$ cat src/common/mpsc_pkg.sv
// Summary of operation
// RULE_01: Run state releases module reset and keeps module clock running.
// RULE_02: Clock-gated state releases reset and stops clock; module keeps its state.
// RULE_03: Reset-with-clock state asserts module reset with clock running.
// RULE_04: Reset-clock-gated state asserts reset, stops clock; default after power-on (here module 39 resets to the run state instead).
// RULE_05: Module reset returns all module hardware to default condition.
// RULE_06: Single power domain always reports ON; software never requests OFF.
// RULE_07: Requested state codes: 0 reset-gated, 1 reset-clocked, 2 gated, 3 run.
// RULE_08: Staged requested states change nothing until launch command is written.
// RULE_09: Launch bit 0 starts transitions; busy bit reads 1 until all settled.
// RULE_10: Software polls busy bit to 0 before staging or launching again.
// RULE_11: Writing 0 to core local reset bit asserts it, 1 releases it.
// RULE_12: Local reset resets only the core; its memories stay accessible.
// RULE_13: Module reset dominates local reset in either reset-asserted state.
// RULE_14: Local reset release in run state lets core execute immediately.
// RULE_15: Emulation overrides and their events apply only to module 39.
// RULE_16: Inhibit-sleep refuses software requests that leave the run state.
// RULE_17: Force-active places the module in run state regardless of request.
// RULE_18: Assert-reset holds local reset; wait-reset extends it after release.
// RULE_19: Block-reset ignores software changes to local and module reset.
// RULE_20: Removing an override immediately applies software-programmed states.
// RULE_21: State event set by inhibit-sleep refusal or force-active on non-running module.
// RULE_22: Reset event set by assert-reset hold, wait-reset, or block-reset refusal.
// RULE_23: Interrupt raised when any enabled event becomes active.
// RULE_24: Writing 1 to bit 39 of error clear register clears core pending status (here bit 7, ERR_PEND_BIT).
// RULE_25: Writing 1 to reevaluate re-raises interrupt if any status still set (here only a status whose interrupt enable is set).
// RULE_26: Busy bit is set in the same cycle the launch command is accepted.
package mpsc_pkg;

	localparam int unsigned NUM_MODULES   = 41;
	localparam int unsigned CPU_MODULE    = 39;
	localparam int unsigned ADDR_W        = 12;

	localparam logic [11:0] IRQ_EVAL_OFS   = 12'h018;
	localparam logic [11:0] ERR_PEND_OFS   = 12'h044;
	localparam logic [11:0] ERR_CLEAR_OFS  = 12'h054;
	localparam logic [11:0] CMD_OFS        = 12'h120;
	localparam logic [11:0] STATUS_OFS     = 12'h128;
	localparam logic [11:0] DOM_STAT_OFS   = 12'h200;
	localparam logic [11:0] DOM_CTRL_OFS   = 12'h300;
	localparam logic [11:0] MOD_STAT_BASE  = 12'h800;
	localparam logic [11:0] MOD_CTRL_BASE  = 12'hA00;
	localparam logic [11:0] MOD_SPAN       = 12'h0A0;

	localparam int unsigned ERR_PEND_BIT   = 7;
	localparam int unsigned FLD_STATE_LO   = 0;
	localparam int unsigned FLD_CPU_LOCAL_RESET_N       = 8;
	localparam int unsigned FLD_EMUIE_ST   = 9;
	localparam int unsigned FLD_EMUIE_RST  = 10;
	localparam int unsigned FLD_EV_ST      = 16;
	localparam int unsigned FLD_EV_RST     = 17;
	localparam int unsigned FLD_MRST_STAT  = 12;
	localparam int unsigned FLD_MCLK_STAT  = 13;

	// Settling latency of a launched transition, in clock cycles.
	localparam int unsigned SETTLE_CYCLES  = 4;
	localparam int unsigned WAIT_RST_NS    = 1000;
	localparam int unsigned CLK_NS         = 20;
	localparam int unsigned WAIT_RST_CYC   = (WAIT_RST_NS + CLK_NS - 1) / CLK_NS;

	localparam logic [1:0]  RST_STATE      = 2'h0;
	localparam logic [1:0]  CPU_RST_STATE  = 2'h3;
	localparam logic [1:0]  DOM_ON         = 2'h1;

	typedef enum logic [1:0]
	{
		MST_RESET_GATED = 2'h0,
		MST_RESET_CLK   = 2'h1,
		MST_GATED       = 2'h2,
		MST_RUN         = 2'h3
	} mpsc_mstate_type;

	typedef enum logic [1:0]
	{
		SEQ_IDLE = 2'b01,
		SEQ_BUSY = 2'b10
	} mpsc_seq_type;

	typedef struct packed
	{
		logic inhibit_sleep;
		logic force_active;
		logic assert_reset;
		logic wait_reset;
		logic block_reset;
	} mpsc_emu_type;

endpackage

$ cat src/verilog/mpsc_top.sv
// Design decisions made here: strobed register access and the address map.
`timescale 1ns/1ns
module mpsc_top
	import mpsc_pkg::*;
#(
	parameter int unsigned N_MOD = NUM_MODULES
)
(
	input  wire logic               MCLK,
	input  wire logic               RST_B,
	input  wire logic               CLK_EN,
	input  wire logic [11:0]        ADDR,
	input  wire logic [31:0]        WDATA,
	input  wire logic               WR,
	input  wire logic               RD,
	output logic      [31:0]        RDATA,
	input  wire mpsc_emu_type       EMU,
	output logic      [N_MOD-1:0]   MOD_RST_B,
	output logic      [N_MOD-1:0]   MOD_CLK_EN,
	output logic                    CPU_CPU_LOCAL_RESET_N_B,
	output logic                    IRQ
);

	// ****************************************************************
	// Address decode
	// ****************************************************************
	wire        mod_ctrl_hit = (ADDR >= MOD_CTRL_BASE) && (ADDR < MOD_CTRL_BASE + MOD_SPAN);
	wire        mod_stat_hit = (ADDR >= MOD_STAT_BASE) && (ADDR < MOD_STAT_BASE + MOD_SPAN);
	wire [11:0] ctrl_rel     = ADDR - MOD_CTRL_BASE;
	wire [11:0] stat_rel     = ADDR - MOD_STAT_BASE;
	wire [5:0]  ctrl_idx     = ctrl_rel[7:2];
	wire [5:0]  stat_idx     = stat_rel[7:2];
	wire        wr_cmd       = CLK_EN && WR && (ADDR == CMD_OFS);
	wire        wr_clear     = CLK_EN && WR && (ADDR == ERR_CLEAR_OFS) && WDATA[ERR_PEND_BIT];
	wire        wr_eval      = CLK_EN && WR && (ADDR == IRQ_EVAL_OFS) && WDATA[0];
	wire        wr_mod       = CLK_EN && WR && mod_ctrl_hit;

	// ****************************************************************
	// Registers and state
	// ****************************************************************
	logic [1:0]        next_reg [N_MOD];
	logic [1:0]        act_reg  [N_MOD];
	logic              cpu_local_reset_n_sw_reg;
	logic              ie_st_reg;
	logic              ie_rst_reg;
	logic              ev_st_reg;
	logic              ev_rst_reg;
	logic              irq_reg;
	logic [7:0]        settle_reg;
	logic [15:0]       wait_cnt_reg;
	logic              cpu_local_reset_n_out_reg;
	mpsc_emu_type      emu_d_reg;
	mpsc_seq_type      seq_reg;
	logic [31:0]       rdata_reg;

	// A launch is accepted only while idle; a launch during busy is dropped.
	wire launch = wr_cmd && WDATA[0] && (seq_reg == SEQ_IDLE);
	wire done   = (seq_reg == SEQ_BUSY) && (settle_reg == 8'h00);

	// Removing any override reapplies the programmed states at once.
	wire emu_removed = |(emu_d_reg & ~EMU); // RULE_20

	// Effective target for the core module after emulation overrides.
	logic [1:0] cpu_target;
	always_comb
	begin
		cpu_target = next_reg[CPU_MODULE];
		if (EMU.force_active) // RULE_17
			cpu_target = MST_RUN;
		else if (EMU.inhibit_sleep && act_reg[CPU_MODULE] == MST_RUN) // RULE_16
			cpu_target = MST_RUN;
		else if (EMU.block_reset && !act_reg[CPU_MODULE][1]) // RULE_19
			cpu_target = act_reg[CPU_MODULE];
		else if (EMU.block_reset && !next_reg[CPU_MODULE][1]) // RULE_19
			cpu_target = act_reg[CPU_MODULE];
	end

	wire cpu_apply = done || emu_removed || EMU.force_active; // RULE_20

	// ****************************************************************
	// Events
	// ****************************************************************
	wire st_event  = (EMU.inhibit_sleep && act_reg[CPU_MODULE] == MST_RUN &&
	                  next_reg[CPU_MODULE] != MST_RUN && done) ||
	                 (EMU.force_active && act_reg[CPU_MODULE] != MST_RUN); // RULE_21
	wire cpu_local_reset_n_wr   = wr_mod && (ctrl_idx == 6'(CPU_MODULE));
	wire rst_event = (EMU.assert_reset && cpu_local_reset_n_sw_reg) ||
	                 (EMU.wait_reset) ||
	                 (EMU.block_reset && cpu_local_reset_n_wr &&
	                  WDATA[FLD_CPU_LOCAL_RESET_N] != cpu_local_reset_n_sw_reg); // RULE_22

	// ****************************************************************
	// Sequencer and module state
	// ****************************************************************
	genvar g;
	generate
		for (g = 0; g < N_MOD; g++)
		begin : gen_mod
			always_ff @(posedge MCLK or negedge RST_B)
			begin
				if (!RST_B)
				begin
					next_reg[g] <= (g == CPU_MODULE) ? CPU_RST_STATE : RST_STATE; // RULE_04
					act_reg[g]  <= (g == CPU_MODULE) ? CPU_RST_STATE : RST_STATE;
				end
				else if (CLK_EN)
				begin
					if (wr_mod && ctrl_idx == 6'(g))
						next_reg[g] <= WDATA[1:0]; // RULE_07 RULE_08
					if (g == CPU_MODULE)
					begin
						if (cpu_apply)
							act_reg[g] <= cpu_target; // RULE_15
					end
					else if (done)
						act_reg[g] <= next_reg[g]; // RULE_08
				end
			end
			assign MOD_RST_B[g]  = act_reg[g][1]; // RULE_01 RULE_03 RULE_05
			assign MOD_CLK_EN[g] = act_reg[g][0]; // RULE_02
		end
	endgenerate

	always_ff @(posedge MCLK or negedge RST_B)
	begin
		if (!RST_B)
		begin
			seq_reg    <= SEQ_IDLE;
			settle_reg <= 8'h00;
		end
		else if (CLK_EN)
		begin
			case (seq_reg)
				SEQ_IDLE:
					if (launch)
					begin
						seq_reg    <= SEQ_BUSY; // RULE_09
						settle_reg <= 8'(SETTLE_CYCLES - 1);
					end
				SEQ_BUSY:
					if (settle_reg == 8'h00)
						seq_reg <= SEQ_IDLE; // RULE_09
					else
						settle_reg <= settle_reg - 8'h01;
				default:
					seq_reg <= SEQ_IDLE;
			endcase
		end
	end

	// ****************************************************************
	// Core local reset and emulation
	// ****************************************************************
	always_ff @(posedge MCLK or negedge RST_B)
	begin
		if (!RST_B)
		begin
			cpu_local_reset_n_sw_reg  <= 1'b1;
			ie_st_reg    <= 1'b0;
			ie_rst_reg   <= 1'b0;
			emu_d_reg    <= '0;
			wait_cnt_reg <= 16'h0000;
			cpu_local_reset_n_out_reg <= 1'b1;
		end
		else if (CLK_EN)
		begin
			emu_d_reg <= EMU;
			if (cpu_local_reset_n_wr)
			begin
				if (!EMU.block_reset)
					cpu_local_reset_n_sw_reg <= WDATA[FLD_CPU_LOCAL_RESET_N]; // RULE_11 RULE_19
				ie_st_reg  <= WDATA[FLD_EMUIE_ST];
				ie_rst_reg <= WDATA[FLD_EMUIE_RST];
			end
			// Wait-reset stretches the release by a fixed count after software lets go.
			// Dropping the override cuts the stretch short, so software's value applies at once.
			if (!EMU.wait_reset)
				wait_cnt_reg <= 16'h0000; // RULE_20
			else if (cpu_local_reset_n_wr && WDATA[FLD_CPU_LOCAL_RESET_N] && !cpu_local_reset_n_sw_reg)
				wait_cnt_reg <= 16'(WAIT_RST_CYC); // RULE_18
			else if (wait_cnt_reg != 16'h0000)
				wait_cnt_reg <= wait_cnt_reg - 16'h0001;
			cpu_local_reset_n_out_reg <= cpu_local_reset_n_sw_reg && !EMU.assert_reset &&
			                (wait_cnt_reg == 16'h0000); // RULE_18
		end
	end

	// Module reset dominates; release in run state starts the core at once.
	assign CPU_CPU_LOCAL_RESET_N_B = cpu_local_reset_n_out_reg && act_reg[CPU_MODULE][1]; // RULE_12 RULE_13 RULE_14

	// ****************************************************************
	// Status events and interrupt
	// ****************************************************************
	always_ff @(posedge MCLK or negedge RST_B)
	begin
		if (!RST_B)
		begin
			ev_st_reg  <= 1'b0;
			ev_rst_reg <= 1'b0;
			irq_reg    <= 1'b0;
		end
		else if (CLK_EN)
		begin
			// A new event wins over a clear in the same cycle.
			ev_st_reg  <= st_event  | (ev_st_reg  & ~wr_clear); // RULE_21 RULE_24
			ev_rst_reg <= rst_event | (ev_rst_reg & ~wr_clear); // RULE_22 RULE_24
			if ((st_event && ie_st_reg) || (rst_event && ie_rst_reg))
				irq_reg <= 1'b1; // RULE_23
			else if (wr_eval)
				irq_reg <= (ev_st_reg && ie_st_reg) || (ev_rst_reg && ie_rst_reg); // RULE_25
			else if (wr_clear)
				irq_reg <= 1'b0;
		end
	end
	assign IRQ = irq_reg;

	// ****************************************************************
	// Read path
	// ****************************************************************
	wire        pend     = ev_st_reg | ev_rst_reg;
	wire [1:0]  cs_act   = act_reg[CPU_MODULE];
	logic [31:0] rd_mux;
	always_comb
	begin
		rd_mux = 32'h0000_0000;
		if (ADDR == STATUS_OFS)
			rd_mux[0] = (seq_reg == SEQ_BUSY); // RULE_26
		else if (ADDR == ERR_PEND_OFS)
			rd_mux[ERR_PEND_BIT] = pend;
		else if (ADDR == DOM_STAT_OFS || ADDR == DOM_CTRL_OFS)
			rd_mux[1:0] = DOM_ON; // RULE_06
		else if (mod_ctrl_hit && ctrl_idx < 6'(N_MOD))
		begin
			rd_mux[1:0] = next_reg[ctrl_idx];
			if (ctrl_idx == 6'(CPU_MODULE))
			begin
				rd_mux[FLD_CPU_LOCAL_RESET_N]      = cpu_local_reset_n_sw_reg;
				rd_mux[FLD_EMUIE_ST]  = ie_st_reg;
				rd_mux[FLD_EMUIE_RST] = ie_rst_reg;
			end
		end
		else if (mod_stat_hit && stat_idx < 6'(N_MOD))
		begin
			rd_mux[1:0]           = act_reg[stat_idx];
			rd_mux[FLD_MRST_STAT] = act_reg[stat_idx][1];
			rd_mux[FLD_MCLK_STAT] = act_reg[stat_idx][0];
			if (stat_idx == 6'(CPU_MODULE))
			begin
				rd_mux[FLD_CPU_LOCAL_RESET_N]   = CPU_CPU_LOCAL_RESET_N_B;
				rd_mux[FLD_EV_ST]  = ev_st_reg;
				rd_mux[FLD_EV_RST] = ev_rst_reg;
			end
		end
		if (cs_act == 2'h0 && ADDR == 12'hFFF)
			rd_mux = 32'h0000_0000;
	end

	always_ff @(posedge MCLK or negedge RST_B)
	begin
		if (!RST_B)
			rdata_reg <= 32'h0000_0000;
		else if (CLK_EN)
			rdata_reg <= RD ? rd_mux : 32'h0000_0000;
	end
	assign RDATA = rdata_reg;

endmodule

$ cat config.mk
export PLATFORM = sky130hd
export DESIGN_NAME = mpsc_top
export DESIGN_NICKNAME = d
export VERILOG_FILES = /design/src/common/mpsc_pkg.sv /design/src/verilog/mpsc_top.sv
export SDC_FILE = /design/constraint.sdc
export NUM_CORES = 1
export LEC_CHECK = 0
export BUFFER_PORTS_ARGS = -buffer_cell sky130_fd_sc_hd__buf_2
export CAP_MARGIN = 10
export CORE_AREA = 2 2 157 159
export CTS_BUF_LIST = sky130_fd_sc_hd__clkbuf_2
export CTS_CLUSTER_DIAMETER = 150
export DETAILED_ROUTE_END_ITERATION = 8
export DIE_AREA = 0 0 159 161
export PLACE_DENSITY = 0.65
export SYNTH_ARGS = -nofsm -noshare
export SYNTH_HDL_FRONTEND = slang
export SYNTH_SLANG_ARGS = --single-unit
$ cat constraint.sdc
create_clock -name MCLK -period 3.9 [get_ports MCLK]
set_input_delay 0.39 -clock MCLK [delete_from_list [all_inputs] [get_ports MCLK]]
set_output_delay 0.39 -clock MCLK [all_outputs]
set_load 0.05 [all_outputs]
==> flow_metrics.py <==
metrics = {
    "pwr": {
        "p_clk_share_pct": 34.0,
        "power.leakage_nw": 6.154,
        "p_int_mw": 3.311,
        "power_density_nw_per_um2": 400.2,
        "peakVddDrop_mv": 0.2580,
        "switching_share_pct": 31.78,
        "switchingPower_mw": 1.543,
        "p_seq_share_pct": 49.6,
        "comb_power_share_pct": 16.5,
    },
    "floorplan": {
        "io_pins": 170,
        "die_h_um": 161,
        "dieArea_um2": 25600,
        "start_util_pct": 44.51,
        "coreArea_um2": 23960,
        "rows": 57,
        "fp.dieW_um": 159,
    },
    "yosys": {
        "ys_top_cells_by_count": "205 x dfrtp_1, 168 x mux2_2, 75 x nand2_1",
        "yosysTopAreaCell": "dfrtp_1",
        "async_reset_ff_share_pct": 100.0,
        "yosysMostFrequentCell": "dfrtp_1",
        "yosys-top-cells-area": "dfrtp_1 48%, mux2_2 18%, mux4_2 4.0%",
        "synthFlopType": "dfrtp_1",
        "ys_ff_latch": 212,
        "netlist_instances": 906,
        "yosysTopAreaCellShare_pct": 48.10,
        "yosysUniqueCellTypes": 67,
        "synth-edff-count": 0,
        "yosysWarnings": 0,
        "avgSynthCellArea_um2": 11.77,
        "yosysSeqAreaShare_pct": 49.82,
        "synth_area_um2": 10670,
    },
    "sta": {
        "max_slew_margin_pct": 21.26,
        "finalHoldViolCount": 0,
        "drv_slew": 0,
        "rsz0062_at_grt": "false",
        "worst_pin_slew_ps": 1181,
        "finalCritPeriodShare_pct": 75.66,
        "setup_viol": 0,
        "clock_skew_ps": 75.03,
        "fin_setup_tns_ps": 0,
        "layout_setup_ws_ps": 949.2,
        "min_period_ps": 2951,
        "timing.fmax_ghz": 0.3389,
    },
    "detailed_routing": {
        "wl_per_cell_um": 20.06,
        "routed_via_density": 5.538,
        "top_layer": "met4",
        "vias": 7881,
        "dr.pass1.iters": 5,
        "wl_met2_um": 13390,
        "wl_um": 28550,
        "drtIter0Drc": 555,
        "antenna_left": 0,
        "m1WireLength_um": 12220,
        "wl_met3_um": 2388,
        "drc_errors": 0,
    },
    "layout": {
        "area_growth_pct": 13.73,
        "seq_area_um2": 5314,
        "nets": 1111,
        "drive_gt1_share_pct": 38.62,
        "final.fill_count": 2283,
        "multi_input_area_um2": 4943,
        "largest_reg_flops": 82,
        "stdcell_count": 1423,
    },
    "placement": {
        "dp_hpwl_um": 19830,
        "dp_slack_ps": 963.9,
        "io_buffers": 121,
        "dp.cells": 1309,
        "gp_congestion": 0.9276,
    },
    "setup_path": {
        "regToRegStartpoint": "settle_reg[2]",
        "cp-end-kind": "flop",
        "reg2regPathDepth": 5,
        "cp.required_ps": 4570,
        "path_class": "reg2reg",
        "crit_start": "settle_reg[2]",
        "crit_fanout": 80,
        "cp-start-kind": "flop",
        "arrival_ps": 3620,
    },
    "hold_path": {
        "hold_depth": 4,
        "hp-class": "in2reg",
        "hold_start": "ADDR[1]",
    },
    "clock_network": {
        "clockBufferDepth": 3,
        "root_buffer": "clkbuf_2",
        "h-tree-depth": 2,
        "tritoncts": "yes",
        "cts_buffers": 56,
        "cts_hold_repair.buffers": 11,
        "ctsResizeCount": 0,
        "cts_num_sinks": 212,
        "post_cts_buffers": 0,
        "clock_latency_ps": 850,
        "clk_pin_slew_ps": 110,
    },
    "grt": {
        "grt_pass1_vias": 7907,
        "gr-total-overflow": 0,
        "grt_usage_pct": 22.47,
        "grt_pass1_wl_um": 45350,
        "grt_max_degree": 97,
        "antenna_found_initial": 1,
    },
    "run": {
        "drv_cap": 0,
    },
    "status": {
        "status": "complete, no violations",
    },
}
## critical path: stages (launching register included)
cell and delay [ps]:
dfrtp_1 460, nor4_1 550, nand3_1 230, nor2_1 280
nand2_4 590, mux2_2 540
## kinds of logic after synthesis
family                   count (synthesis)  share of synthesized area (%)
other                                    1                        0.03516
adder cells (fa/ha/maj)                  3                         0.3520
flip-flops                             212                          49.82
AO/OA/AOI/OAI                          113                          7.121
AND/OR/NAND/NOR                        239                          11.46
multiplexers                           227                          25.50
buffers and inverters                   98                          4.634
XOR/XNOR                                13                          1.068
## worst paths after layout
| kind | to | slack, ps |
|---|---|---|
| max in group asynchronous | MOD_CLK_EN[29] | 2680 |
| max reg2reg | MOD_RST_B[20] | 950 |
| max | MOD_RST_B[20] | 950 |
| min in group asynchronous | settle_reg[6] | 160 |
| min reg2reg | next_reg[0] | 430 |
| min | RDATA[7] | 70 |
## routing by layer
layer	track usage [%]	vias to the layer above
met2	35.10	325
li1	-	3577
met5	0	-
met3	5.829	49
met1	31.12	3930
met4	6.612	0
## power groups by stage
stage               Clock [mW]  Sequential, mW  Combinational, mW
global placement             0            2.44              0.778
finish                    1.65            2.41              0.799
detailed placement           0            2.45              0.789
global route              1.82            2.43              0.905
floorplan                    0            2.44              0.625
CTS                       1.71            2.41              0.803
## final cells by class
class | instances | share of cell area [%]
Clock buffer | 86 | 3.549
Antenna cell | 1 | 0.02063
Multi-Input combinational cell | 617 | 40.76
Tap cell | 324 | 3.342
Timing Repair Buffer | 144 | 6.839
Clock inverter | 16 | 0.9697
Sequential cell | 212 | 43.81
Inverter | 23 | 0.7118
## placed cells by master (no fill, tap or decap), types with 5 or more instances in the layout
master,instances
mux2_2,168
clkbuf_2,86
o21ai_0,31
nand3_1,17
nor2_1,51
buf_4,12
a21oi_1,18
a22o_1,5
nor2b_1,11
conb_1,22
a22oi_1,7
clkinv_1,13
nor3_1,18
dfstp_2,7
nand2b_1,11
o211ai_1,6
nor4_1,6
dfrtp_1,205
o22ai_1,5
dlygate4sd3_1,11
and2_1,7
and3_1,7
nand2_1,74
nand3b_1,5
inv_1,23
mux4_2,19
buf_2,119
mux2i_1,40
xnor2_1,12
nand4_1,8
## through the flow
step                utilization [%]  power (mW)  hold WS (ps)  instance area, µm²
detailed placement            47.86       3.237         389.5               11470
global route                  50.62       5.151         63.06               12130
CTS                           50.61       4.914         14.01               12130
finish                        50.62       4.854         66.86               12130
global placement              47.86       3.222         388.4               11470
floorplan                         -       3.067         94.41               10740
(Power assumes the default switching activity.)
